$ cat config.mk
export PLATFORM = sky130hd
export DESIGN_NAME = twi_slave
export DESIGN_NICKNAME = d
export VERILOG_FILES = /design/src/common/twi_slave_pkg.sv /design/src/twi_sync2.sv /design/src/twi_regfile.sv /design/src/twi_slave.sv
export SDC_FILE = /design/constraint.sdc
export NUM_CORES = 1
export LEC_CHECK = 0
export BUFFER_PORTS_ARGS = -buffer_cell sky130_fd_sc_hd__buf_2
export CORE_MARGIN = 2
export CORE_UTILIZATION = 59
export CTS_BUF_LIST = sky130_fd_sc_hd__clkbuf_4 sky130_fd_sc_hd__clkbuf_8
export DETAILED_ROUTE_END_ITERATION = 10
export GPL_TIMING_DRIVEN = 0
export PLACE_DENSITY = 0.87
export SETUP_SLACK_MARGIN = 0.3
export SKIP_LAST_GASP = 1
export SLEW_MARGIN = 30
export SYNTH_ARGS = -nofsm -noshare
export SYNTH_HDL_FRONTEND = slang
export SYNTH_SLANG_ARGS = --single-unit
$ cat constraint.sdc
create_clock -name sys_clk_i -period 2.5 [get_ports sys_clk_i]
set_input_delay 0 -clock sys_clk_i [delete_from_list [all_inputs] [get_ports sys_clk_i]]
set_output_delay 0 -clock sys_clk_i [all_outputs]
set_load 0.01 [all_outputs]
$ cat src/common/twi_slave_pkg.sv
// Purpose: shared constants for the two-wire slave register port
// Assumes: system clock of 10 MHz, bus clock far slower
// Notes:   register map holds sixteen byte-wide registers
package twi_slave_pkg;
  localparam logic [6:0] DEV_ADDR      = 7'h15;
  localparam int         NUM_REGS      = 16;
  localparam int         PTR_W         = 4;
  localparam logic [7:0] REG_RESET_VAL = 8'h00;
  localparam logic [3:0] BIT_CNT_LAST  = 4'h7;
  localparam logic [3:0] BIT_CNT_RESET = 4'h0;
  localparam logic [7:0] SWRST_REG_IDX = 8'h01;
  localparam int         SWRST_BIT_POS = 4;
endpackage

$ cat src/twi_sync2.sv
// Purpose: two-flop synchroniser for one pin level
// Assumes: input asynchronous to sys_clk_i
// Notes:   resets to the idle high level of the bus
`timescale 1ns/1ps
module twi_sync2
(
  input  wire logic sys_clk_i,
  input  wire logic arst_n_i,
  input  wire logic async_i,
  output logic      sync_o
);
  logic meta_ff;
  logic sync_ff;
  logic nxt_meta;
  logic nxt_sync;

  always_comb
  begin
    nxt_meta = async_i;
    nxt_sync = meta_ff;
  end

  always_ff @(posedge sys_clk_i or negedge arst_n_i)
  begin
    if (!arst_n_i)
    begin
      meta_ff <= 1'b1;
      sync_ff <= 1'b1;
    end
    else
    begin
      meta_ff <= nxt_meta;
      sync_ff <= nxt_sync;
    end
  end

  assign sync_o = sync_ff;
endmodule

$ cat src/twi_regfile.sv
// Purpose: byte-wide user register storage addressed by index
// Assumes: one write strobe per byte from the serial port
// Notes:   read data is combinational from the flip-flops
`timescale 1ns/1ps
module twi_regfile
#(
  parameter int NUM_REGS = twi_slave_pkg::NUM_REGS,
  parameter int PTR_W    = twi_slave_pkg::PTR_W
)
(
  input  wire logic             sys_clk_i,
  input  wire logic             arst_n_i,
  input  wire logic             wr_en_i,
  input  wire logic [PTR_W-1:0] wr_idx_i,
  input  wire logic [7:0]       wr_data_i,
  input  wire logic [PTR_W-1:0] rd_idx_i,
  output logic      [7:0]       rd_data_o
);
  logic [7:0] mem_ff  [NUM_REGS];
  logic [7:0] nxt_mem [NUM_REGS];

  initial
  begin
    if (NUM_REGS > (1 << PTR_W) || NUM_REGS < 1)
      $error("twi_regfile: NUM_REGS does not fit PTR_W");
  end

  always_comb
  begin
    for (int i = 0; i < NUM_REGS; i++)
    begin
      nxt_mem[i] = mem_ff[i];
      if (wr_en_i && (int'(wr_idx_i) == i))
        nxt_mem[i] = wr_data_i;
    end
  end

  always_ff @(posedge sys_clk_i or negedge arst_n_i)
  begin
    if (!arst_n_i)
    begin
      for (int i = 0; i < NUM_REGS; i++)
        mem_ff[i] <= twi_slave_pkg::REG_RESET_VAL;
    end
    else
    begin
      for (int i = 0; i < NUM_REGS; i++)
        mem_ff[i] <= nxt_mem[i];
    end
  end

  assign rd_data_o = (int'(rd_idx_i) < NUM_REGS) ? mem_ff[rd_idx_i] : 8'h00;
endmodule

$ cat src/twi_slave.sv
// Purpose: two-wire bus slave with register pointer and byte access
// Assumes: scl and sda pins are sampled by sys_clk_i through two flops
// Notes:   software reset leaves this port running until the transfer ends
//
// Contract
// [RULE1] slave only; clock line never driven
// [RULE2] data line sampled; driven open-drain only
// [RULE3] data changes only while clock low
// [RULE4] falling data, clock high: start; rising: stop
// [RULE5] idle bus lines stay released high
// [RULE6] bytes of eight bits, MSB first
// [RULE7] master gives nine clocks per byte
// [RULE8] transmitter releases; receiver holds ninth low
// [RULE9] master may stop after missing acknowledge
// [RULE10] master leaves final read byte unacknowledged
// [RULE11] release data line after read not acknowledged
// [RULE12] repeated start begins new address phase
// [RULE13] first byte: address 15h plus direction
// [RULE14] matching address acknowledged, direction chosen
// [RULE15] first written byte loads register pointer
// [RULE16] further written bytes stored at pointer
// [RULE17] pointer advances after each written byte
// [RULE18] master writes pointer, restarts, then reads
// [RULE19] read sends pointed register, pointer advances
// [RULE20] master avoids both lines low 10 ms
// [RULE21] software reset spares serial port logic
// [RULE22] pointer addresses sixteen registers 0x00-0x0f
// [RULE23] mismatched address ignored until next start
// [RULE24] start or stop mid-byte abandons byte
`timescale 1ns/1ps
module twi_slave
#(
  parameter int NUM_REGS = twi_slave_pkg::NUM_REGS,
  parameter int PTR_W    = twi_slave_pkg::PTR_W
)
(
  input  wire logic sys_clk_i,
  input  wire logic arst_n_i,
  input  wire logic scl_i,
  input  wire logic sda_i,
  output logic      sda_o,
  output logic      sda_oe_o,
  output logic      software_reset_bit_o,
  output logic      busy_o
);
  typedef enum logic [5:0] {
    ST_IDLE  = 6'b000001,
    ST_ADDR  = 6'b000010,
    ST_RX    = 6'b000100,
    ST_TX    = 6'b001000,
    ST_ACK   = 6'b010000,
    ST_MACK  = 6'b100000
  } state_t;

  logic scl_s;
  logic sda_s;
  logic scl_d_ff;
  logic sda_d_ff;

  // both pins pass two flops before use; clock line is input only
  twi_sync2 u_sync_scl (.sys_clk_i(sys_clk_i), .arst_n_i(arst_n_i), .async_i(scl_i), .sync_o(scl_s)); // [RULE1]
  twi_sync2 u_sync_sda (.sys_clk_i(sys_clk_i), .arst_n_i(arst_n_i), .async_i(sda_i), .sync_o(sda_s)); // [RULE2]

  logic scl_rise;
  logic scl_fall;
  logic start_det;
  logic stop_det;

  always_comb
  begin
    scl_rise  = scl_s & ~scl_d_ff;
    scl_fall  = ~scl_s & scl_d_ff;
    start_det = scl_s & scl_d_ff & sda_d_ff & ~sda_s; // [RULE4]
    stop_det  = scl_s & scl_d_ff & ~sda_d_ff & sda_s; // [RULE4]
  end

  state_t           state_ff;
  state_t           nxt_state;
  logic [3:0]       bit_cnt_ff;
  logic [3:0]       nxt_bit_cnt;
  logic [7:0]       shift_ff;
  logic [7:0]       nxt_shift;
  logic [PTR_W-1:0] ptr_ff;
  logic [PTR_W-1:0] nxt_ptr;
  logic             ptr_loaded_ff;
  logic             nxt_ptr_loaded;
  logic             rd_mode_ff;
  logic             nxt_rd_mode;
  logic             sda_drv_ff;
  logic             nxt_sda_drv;
  logic             busy_ff;
  logic             nxt_busy;
  logic             swrst_ff;
  logic             nxt_swrst;
  logic             ack_pend_ff;
  logic             nxt_ack_pend;
  logic             wr_en;
  logic [7:0]       rd_data;

  // one pointer reaches the whole map; reads past the map give zero
  twi_regfile #(.NUM_REGS(NUM_REGS), .PTR_W(PTR_W)) u_regs
  (
    .sys_clk_i (sys_clk_i),
    .arst_n_i  (arst_n_i),
    .wr_en_i   (wr_en),
    .wr_idx_i  (ptr_ff),
    .wr_data_i (shift_ff),
    .rd_idx_i  (ptr_ff), // [RULE22]
    .rd_data_o (rd_data)
  );

  initial
  begin
    if (PTR_W < 1 || PTR_W > 8)
      $error("twi_slave: PTR_W must be 1..8");
    if (NUM_REGS < 1 || NUM_REGS > (1 << PTR_W))
      $error("twi_slave: NUM_REGS does not fit PTR_W");
  end

  always_comb
  begin
    nxt_state      = state_ff;
    nxt_bit_cnt    = bit_cnt_ff;
    nxt_shift      = shift_ff;
    nxt_ptr        = ptr_ff;
    nxt_ptr_loaded = ptr_loaded_ff;
    nxt_rd_mode    = rd_mode_ff;
    nxt_sda_drv    = sda_drv_ff;
    nxt_busy       = busy_ff;
    nxt_swrst      = swrst_ff;
    nxt_ack_pend   = ack_pend_ff;
    wr_en          = 1'b0;

    if (start_det)
    begin
      // repeated start behaves exactly as a fresh start
      nxt_state      = ST_ADDR; // [RULE12]
      nxt_bit_cnt    = twi_slave_pkg::BIT_CNT_RESET; // [RULE24]
      nxt_sda_drv    = 1'b0;
      nxt_ptr_loaded = 1'b0;
      nxt_busy       = 1'b1;
    end
    else if (stop_det)
    begin
      // stop ends the transfer and lifts the soft reset with it
      nxt_state   = ST_IDLE; // [RULE24]
      nxt_bit_cnt = twi_slave_pkg::BIT_CNT_RESET;
      nxt_sda_drv = 1'b0; // [RULE5]
      nxt_busy    = 1'b0;
      nxt_swrst   = 1'b0; // [RULE21]
    end
    else
    begin
      unique case (state_ff)
        ST_IDLE:
        begin
          nxt_sda_drv = 1'b0; // [RULE23]
        end
        ST_ADDR, ST_RX:
        begin
          if (scl_rise)
          begin
            nxt_shift   = {shift_ff[6:0], sda_s}; // [RULE6]
            nxt_bit_cnt = bit_cnt_ff + 4'h1;
          end
          if (scl_fall && bit_cnt_ff == twi_slave_pkg::BIT_CNT_LAST + 4'h1)
          begin
            nxt_bit_cnt = twi_slave_pkg::BIT_CNT_RESET;
            if (state_ff == ST_ADDR)
            begin
              if (shift_ff[7:1] == twi_slave_pkg::DEV_ADDR) // [RULE13]
              begin
                nxt_rd_mode = shift_ff[0]; // [RULE14]
                nxt_sda_drv = 1'b1; // [RULE14]
                nxt_state   = ST_ACK;
              end
              else
                nxt_state = ST_IDLE; // [RULE23]
            end
            else
            begin
              if (!ptr_loaded_ff)
              begin
                // only the low bits are kept, so the pointer wraps in the map
                nxt_ptr        = shift_ff[PTR_W-1:0]; // [RULE15] [RULE22]
                nxt_ptr_loaded = 1'b1;
              end
              else
              begin
                wr_en   = 1'b1; // [RULE16]
                nxt_ptr = ptr_ff + 1'b1; // [RULE17]
                if (shift_ff == twi_slave_pkg::SWRST_REG_IDX &&
                    ptr_ff == twi_slave_pkg::SWRST_REG_IDX[PTR_W-1:0])
                  nxt_swrst = 1'b0;
                if (ptr_ff == twi_slave_pkg::SWRST_REG_IDX[PTR_W-1:0] && shift_ff[twi_slave_pkg::SWRST_BIT_POS])
                  nxt_swrst = 1'b1; // [RULE21]
              end
              nxt_sda_drv = 1'b1; // [RULE8]
              nxt_state   = ST_ACK;
            end
          end
        end
        ST_ACK:
        begin
          // ack held low across the whole ninth pulse; on its fall released, or set to the first read bit
          if (scl_fall) // [RULE3]
          begin
            if (rd_mode_ff)
            begin
              nxt_shift   = rd_data; // [RULE19]
              nxt_sda_drv = ~rd_data[7]; // [RULE6]
              nxt_state   = ST_TX;
            end
            else
            begin
              nxt_sda_drv = 1'b0; // [RULE8]
              nxt_state   = ST_RX;
            end
          end
        end
        ST_TX:
        begin
          if (scl_fall)
          begin
            if (bit_cnt_ff == twi_slave_pkg::BIT_CNT_LAST)
            begin
              nxt_sda_drv = 1'b0; // [RULE8]
              nxt_bit_cnt = twi_slave_pkg::BIT_CNT_RESET;
              nxt_ptr     = ptr_ff + 1'b1; // [RULE19]
              nxt_state   = ST_MACK;
            end
            else
            begin
              nxt_shift   = {shift_ff[6:0], 1'b0};
              nxt_sda_drv = ~shift_ff[6]; // [RULE3]
              nxt_bit_cnt = bit_cnt_ff + 4'h1;
            end
          end
        end
        ST_MACK:
        begin
          // master answer sampled at the pulse rise, acted on at its fall
          if (scl_rise)
            nxt_ack_pend = ~sda_s;
          if (scl_fall)
          begin
            if (ack_pend_ff)
            begin
              nxt_shift   = rd_data;
              nxt_sda_drv = ~rd_data[7];
              nxt_state   = ST_TX;
            end
            else
            begin
              nxt_sda_drv = 1'b0; // [RULE11]
              nxt_state   = ST_IDLE; // [RULE11]
            end
          end
        end
      endcase
    end
  end

  always_ff @(posedge sys_clk_i or negedge arst_n_i)
  begin
    if (!arst_n_i)
    begin
      scl_d_ff      <= 1'b1;
      sda_d_ff      <= 1'b1;
      state_ff      <= ST_IDLE;
      bit_cnt_ff    <= twi_slave_pkg::BIT_CNT_RESET;
      shift_ff      <= 8'h00;
      ptr_ff        <= '0;
      ptr_loaded_ff <= 1'b0;
      rd_mode_ff    <= 1'b0;
      sda_drv_ff    <= 1'b0;
      busy_ff       <= 1'b0;
      swrst_ff      <= 1'b0;
      ack_pend_ff   <= 1'b0;
    end
    else
    begin
      scl_d_ff      <= scl_s;
      sda_d_ff      <= sda_s;
      state_ff      <= nxt_state;
      bit_cnt_ff    <= nxt_bit_cnt;
      shift_ff      <= nxt_shift;
      ptr_ff        <= nxt_ptr;
      ptr_loaded_ff <= nxt_ptr_loaded;
      rd_mode_ff    <= nxt_rd_mode;
      sda_drv_ff    <= nxt_sda_drv;
      busy_ff       <= nxt_busy;
      swrst_ff      <= nxt_swrst;
      ack_pend_ff   <= nxt_ack_pend;
    end
  end

  // open drain: only ever pull low
  assign sda_o                = 1'b0; // [RULE2]
  assign sda_oe_o             = sda_drv_ff; // [RULE2]
  assign software_reset_bit_o = swrst_ff; // [RULE21]
  assign busy_o               = busy_ff;
endmodule

==> results by stage <==
Route:
- In the final routed layout, each cell accounts on average for 23.2 um.
- In this run the remaining antenna-violating nets after routing total 0.
- The number of design rule violations left after detail routing is 0.
- The via density per instance is 6.48.
- The total detailed-routing wirelength is 18900 um.
- The first routing iteration left 466 violations.
- The via count of the routed design is 5295.
- Before antenna repair, the detailed router went through 7 iterations.

Final layout:
- In the layout the commonest cells are 154 x dfrtp_1, 127 x mux2_2, 34 x mux4_2.
- The repair_antennas step left the layout with diodes totalling 0.
- From synthesis to final layout, the design area changed by 17.1%.
- The filler cells instantiated in the layout total 840.
- The most common cell after layout, fill and taps aside is dfrtp_1.
- Of the cells placed in the final design, the portion with a size suffix greater than 1 is 0.495.
- The number of nets at the end of the flow is 638.

Critical path:
- The largest fanout of any net on the critical path is 8.
- STA classifies the critical path startpoint as a flip-flop.
- The worst setup path is captured at a flip-flop.
- The critical path in this run is classified as flip-flop to flip-flop.
- STA puts the critical path data required time at 2860 ps.
- The most common cell type on the critical path is buf_6.
- The critical path goes through buf_6 > or4b_4 > nor3_4 > nor4_4 > nor4b_4 > buf_6 > mux2_4.
- In this design, the stage delay of the slowest critical-path cell is 540 ps.
- In this run the register-to-register setup slack is 180 ps.
- The slowest stage of the critical path belongs to the cell or4b_4.
- Data arrives at the worst endpoint at 2680 ps.

Global route:
- The number of global-route vias before repair is 5493.
- The first global-routing pass estimated 29700 um of wire.
- The global router's overall resource usage is 0.277.
- The routing usage on met2 is 0.451.
- The fraction of met3 tracks used by global routing is 0.0651.
- The number of antenna violations at the first check in global routing was 0.
- Summed over all layers, the global routing overflow is 0.
- The met1 usage in global routing is 0.347.
- In this run the most used layer during global routing was met2.
- The maximum number of pins on one net before global-route repair is 95.

STA:
- The headroom to the max-slew limit is 0.450.
- Setup repair after global routing could not meet its margin everywhere.
- The worst-case setup margin in the final layout is 181 ps.
- The final count of pins violating max slew is 0.
- The number of failing hold endpoints at the final stage came to 0.
- The maximum operating frequency is 0.431 GHz.
- For the pin with the worst max-slew slack, the measured transition is 826 ps.
- The number of setup violations in the final report is 0.
- The smallest clock period supported by the final layout is computed as 2320 ps.
- In the finished design, the share of the clock period the worst path needs comes to 0.928.
- Across all hold checks on the routed design, the worst slack comes to 64.9 ps.
- On the final layout, the worst clock skew is 12.7 ps.

CTS:
- The buffer depth of the longest clock path is 2.
- The clock edge transition at the registers on the reported setup and hold paths is 90 ps.
- The number of clock buffers inserted by TritonCTS is 17.
- The total number of H-tree levels is 4.
- The number of sinks driven by the clock tree is 162.
- TritonCTS built the clock tree.
- The worst-skew pair later-pin latency is 470 ps.
- The clock root buffer is clkbuf_8.

Placement:
- At the end of routability-driven placement, the weighted congestion stood at 0.912.
- The number of I/O port buffers is 6.
- The placement-stage worst setup slack is -481 ps.
- Detailed placement finished with a half-perimeter wire length of 12200 um.

Floorplan:
- The starting density of the core is 0.601.
- Measured along the x axis, the die boundary spans 120 um.
- The number of core rows is 42.
- The number of placed I/O pins is 8.
- The floorplan core area is 0.0131 mm2.
- The area of the die is 0.0143 mm2.
- The die height is 120 um.

Run status:
- The run finished with clean final reports.

Synth:
- The post-synthesis register bit count is 162.
- The cell area that synthesis handed to floorplanning was 0.00790 mm2.
- The number of unique standard cell types used by synthesis is 57.
- For this run, the register share of the synthesized area comes to 0.514.
- Counting flops with an async set or reset pin after synthesis yields a share of 1.00.
- The number of synthesis warnings is 0.
- The number of synthesized flops with an enable pin is 0.
- After technology mapping, the gate count stands at 575.
- The post-synthesis net count is 585.
- The synthesized area divided by synthesized cell count is 13.7 um2.
- Among all flip-flop cells after synthesis, the most frequent one is dfrtp_1.

Min path:
- The classification of the worst-slack hold path is input pin to asynchronous set/reset pin.

Power:
- The maximum vdd ir drop is 0.426 mV.
- In this run the power density over the cells is 720 mW/mm2.
- The leakage dissipation is 4.41 nW.

Flow run:
- The number of max-capacitance violations reported is 0.
==> synth_stat cells, drive strengths merged, types with 4 or more instances <==
| cell type | instances | area, um2 |
|---|---|---|
| nor4 | 6 | 43.8 |
| nand4 | 5 | 31.3 |
| dfrtp | 155 | 3880 |
| and3 | 6 | 37.5 |
| and2 | 4 | 26.3 |
| a221oi | 6 | 52.6 |
| nor2b | 12 | 75.1 |
| inv | 9 | 33.8 |
| mux4 | 34 | 766 |
| buf | 13 | 91.3 |
| nor2 | 18 | 67.6 |
| clkbuf | 33 | 124 |
| xor2 | 5 | 43.8 |
| nand3 | 11 | 55.1 |
| ha | 6 | 75.1 |
| mux2 | 141 | 1590 |
| nand2 | 26 | 97.6 |
| o21ai | 15 | 75.1 |
| mux2i | 10 | 100 |
| a21oi | 10 | 53.8 |
| dfstp | 7 | 184 |
| a211oi | 6 | 45.0 |
==> path summary, 6_finish.rpt <==
check | startpoint | to | depth (start not counted)
max | state_ff[4] | shift_ff[3] | 7
min | arst_n_i | bit_cnt_ff[2] | 2
max reg2reg | state_ff[4] | shift_ff[3] | 7
min reg2reg | u_sync_scl.meta_ff | u_sync_scl.sync_o | 0
max in group asynchronous | arst_n_i | u_regs.mem_ff[47] | 3
min in group sys_clk_i | scl_i | u_sync_scl.meta_ff | 2
==> metal layers <==
| layer | part of all wire | up-vias |
|---|---|---|
| met5 | 0 | - |
| met4 | 0.039 | 0 |
| met3 | 0.064 | 70 |
| met2 | 0.50 | 238 |
| met1 | 0.39 | 2751 |
| li1 | - | 2236 |
==> flip-flops by register name (all words and copies together), names as in the netlist, 4 cells and up <==
name	flops
bit_cnt_ff	4
ptr_ff	4
shift_ff	8
state_ff	6
u_regs.mem_ff	128
==> final cells by class <==
| class | instances | area (um2) | area share |
|---|---|---|---|
| timing repair buffer | 34 | 314 | 0.0340 |
| inverter | 9 | 37.5 | 0.00406 |
| buffer | 46 | 327 | 0.0353 |
| clock buffer | 20 | 269 | 0.0291 |
| sequential | 162 | 4060 | 0.440 |
| multi-input combinational | 358 | 3910 | 0.422 |
| tap | 176 | 220 | 0.0238 |
| clock inverter | 12 | 109 | 0.0118 |
==> what timing repair did <==
| item | in CTS | in global routing |
|---|---|---|
| hold buffers | 3 | 0 |
| resized for setup | 80 | 39 |
| buffers inserted | 12 | 12 |
| endpoints found under the setup margin | 146 | 140 |
| pin swaps | 5 | 11 |
| hold endpoints to repair | 163 | 0 |
==> where the power goes <==
| part | internal (mW) | switching (mW) |
|---|---|---|
| Sequential | 2.74 | 0.0632 |
| Clock | 0.787 | 1.04 |
| Combinational | 0.844 | 1.18 |
==> metrics by stage <==
stage	total power, mW	cells	area (um2)	TNS (ps)	util
after floorplan	3.95	575	7930	0	-
after global placement	4.33	757	8180	-116590	0.622
after detailed placement	4.42	758	8210	-18600	0.625
after CTS	6.55	805	9030	0	0.687
after global routing	6.93	817	9250	0	0.704
final	6.65	817	9250	0	0.704
==> kinds of logic (layout without fill, tap and decap cells) <==
family                   after synthesis  after routing  share of synthesized area
other                                  1              1                   0.000475
multiplexers                         185            185                      0.311
buffers and inverters                 55            121                     0.0315
adder cells (fa/ha/maj)                6              6                    0.00951
AO/OA/AOI/OAI                         54             54                     0.0502
flip-flops                           162            162                      0.514
XOR/XNOR                               6              6                    0.00665
AND/OR/NAND/NOR                      106            106                     0.0764
==> worst max-delay path: cells and delay by family (launching register included) <==
family | cells | cell delay [ps]
flops | 1 | 400
mux | 1 | 310
simple gates | 4 | 1150
buf+inv | 2 | 340
Note: power is estimated with default switching activity, not from simulation.
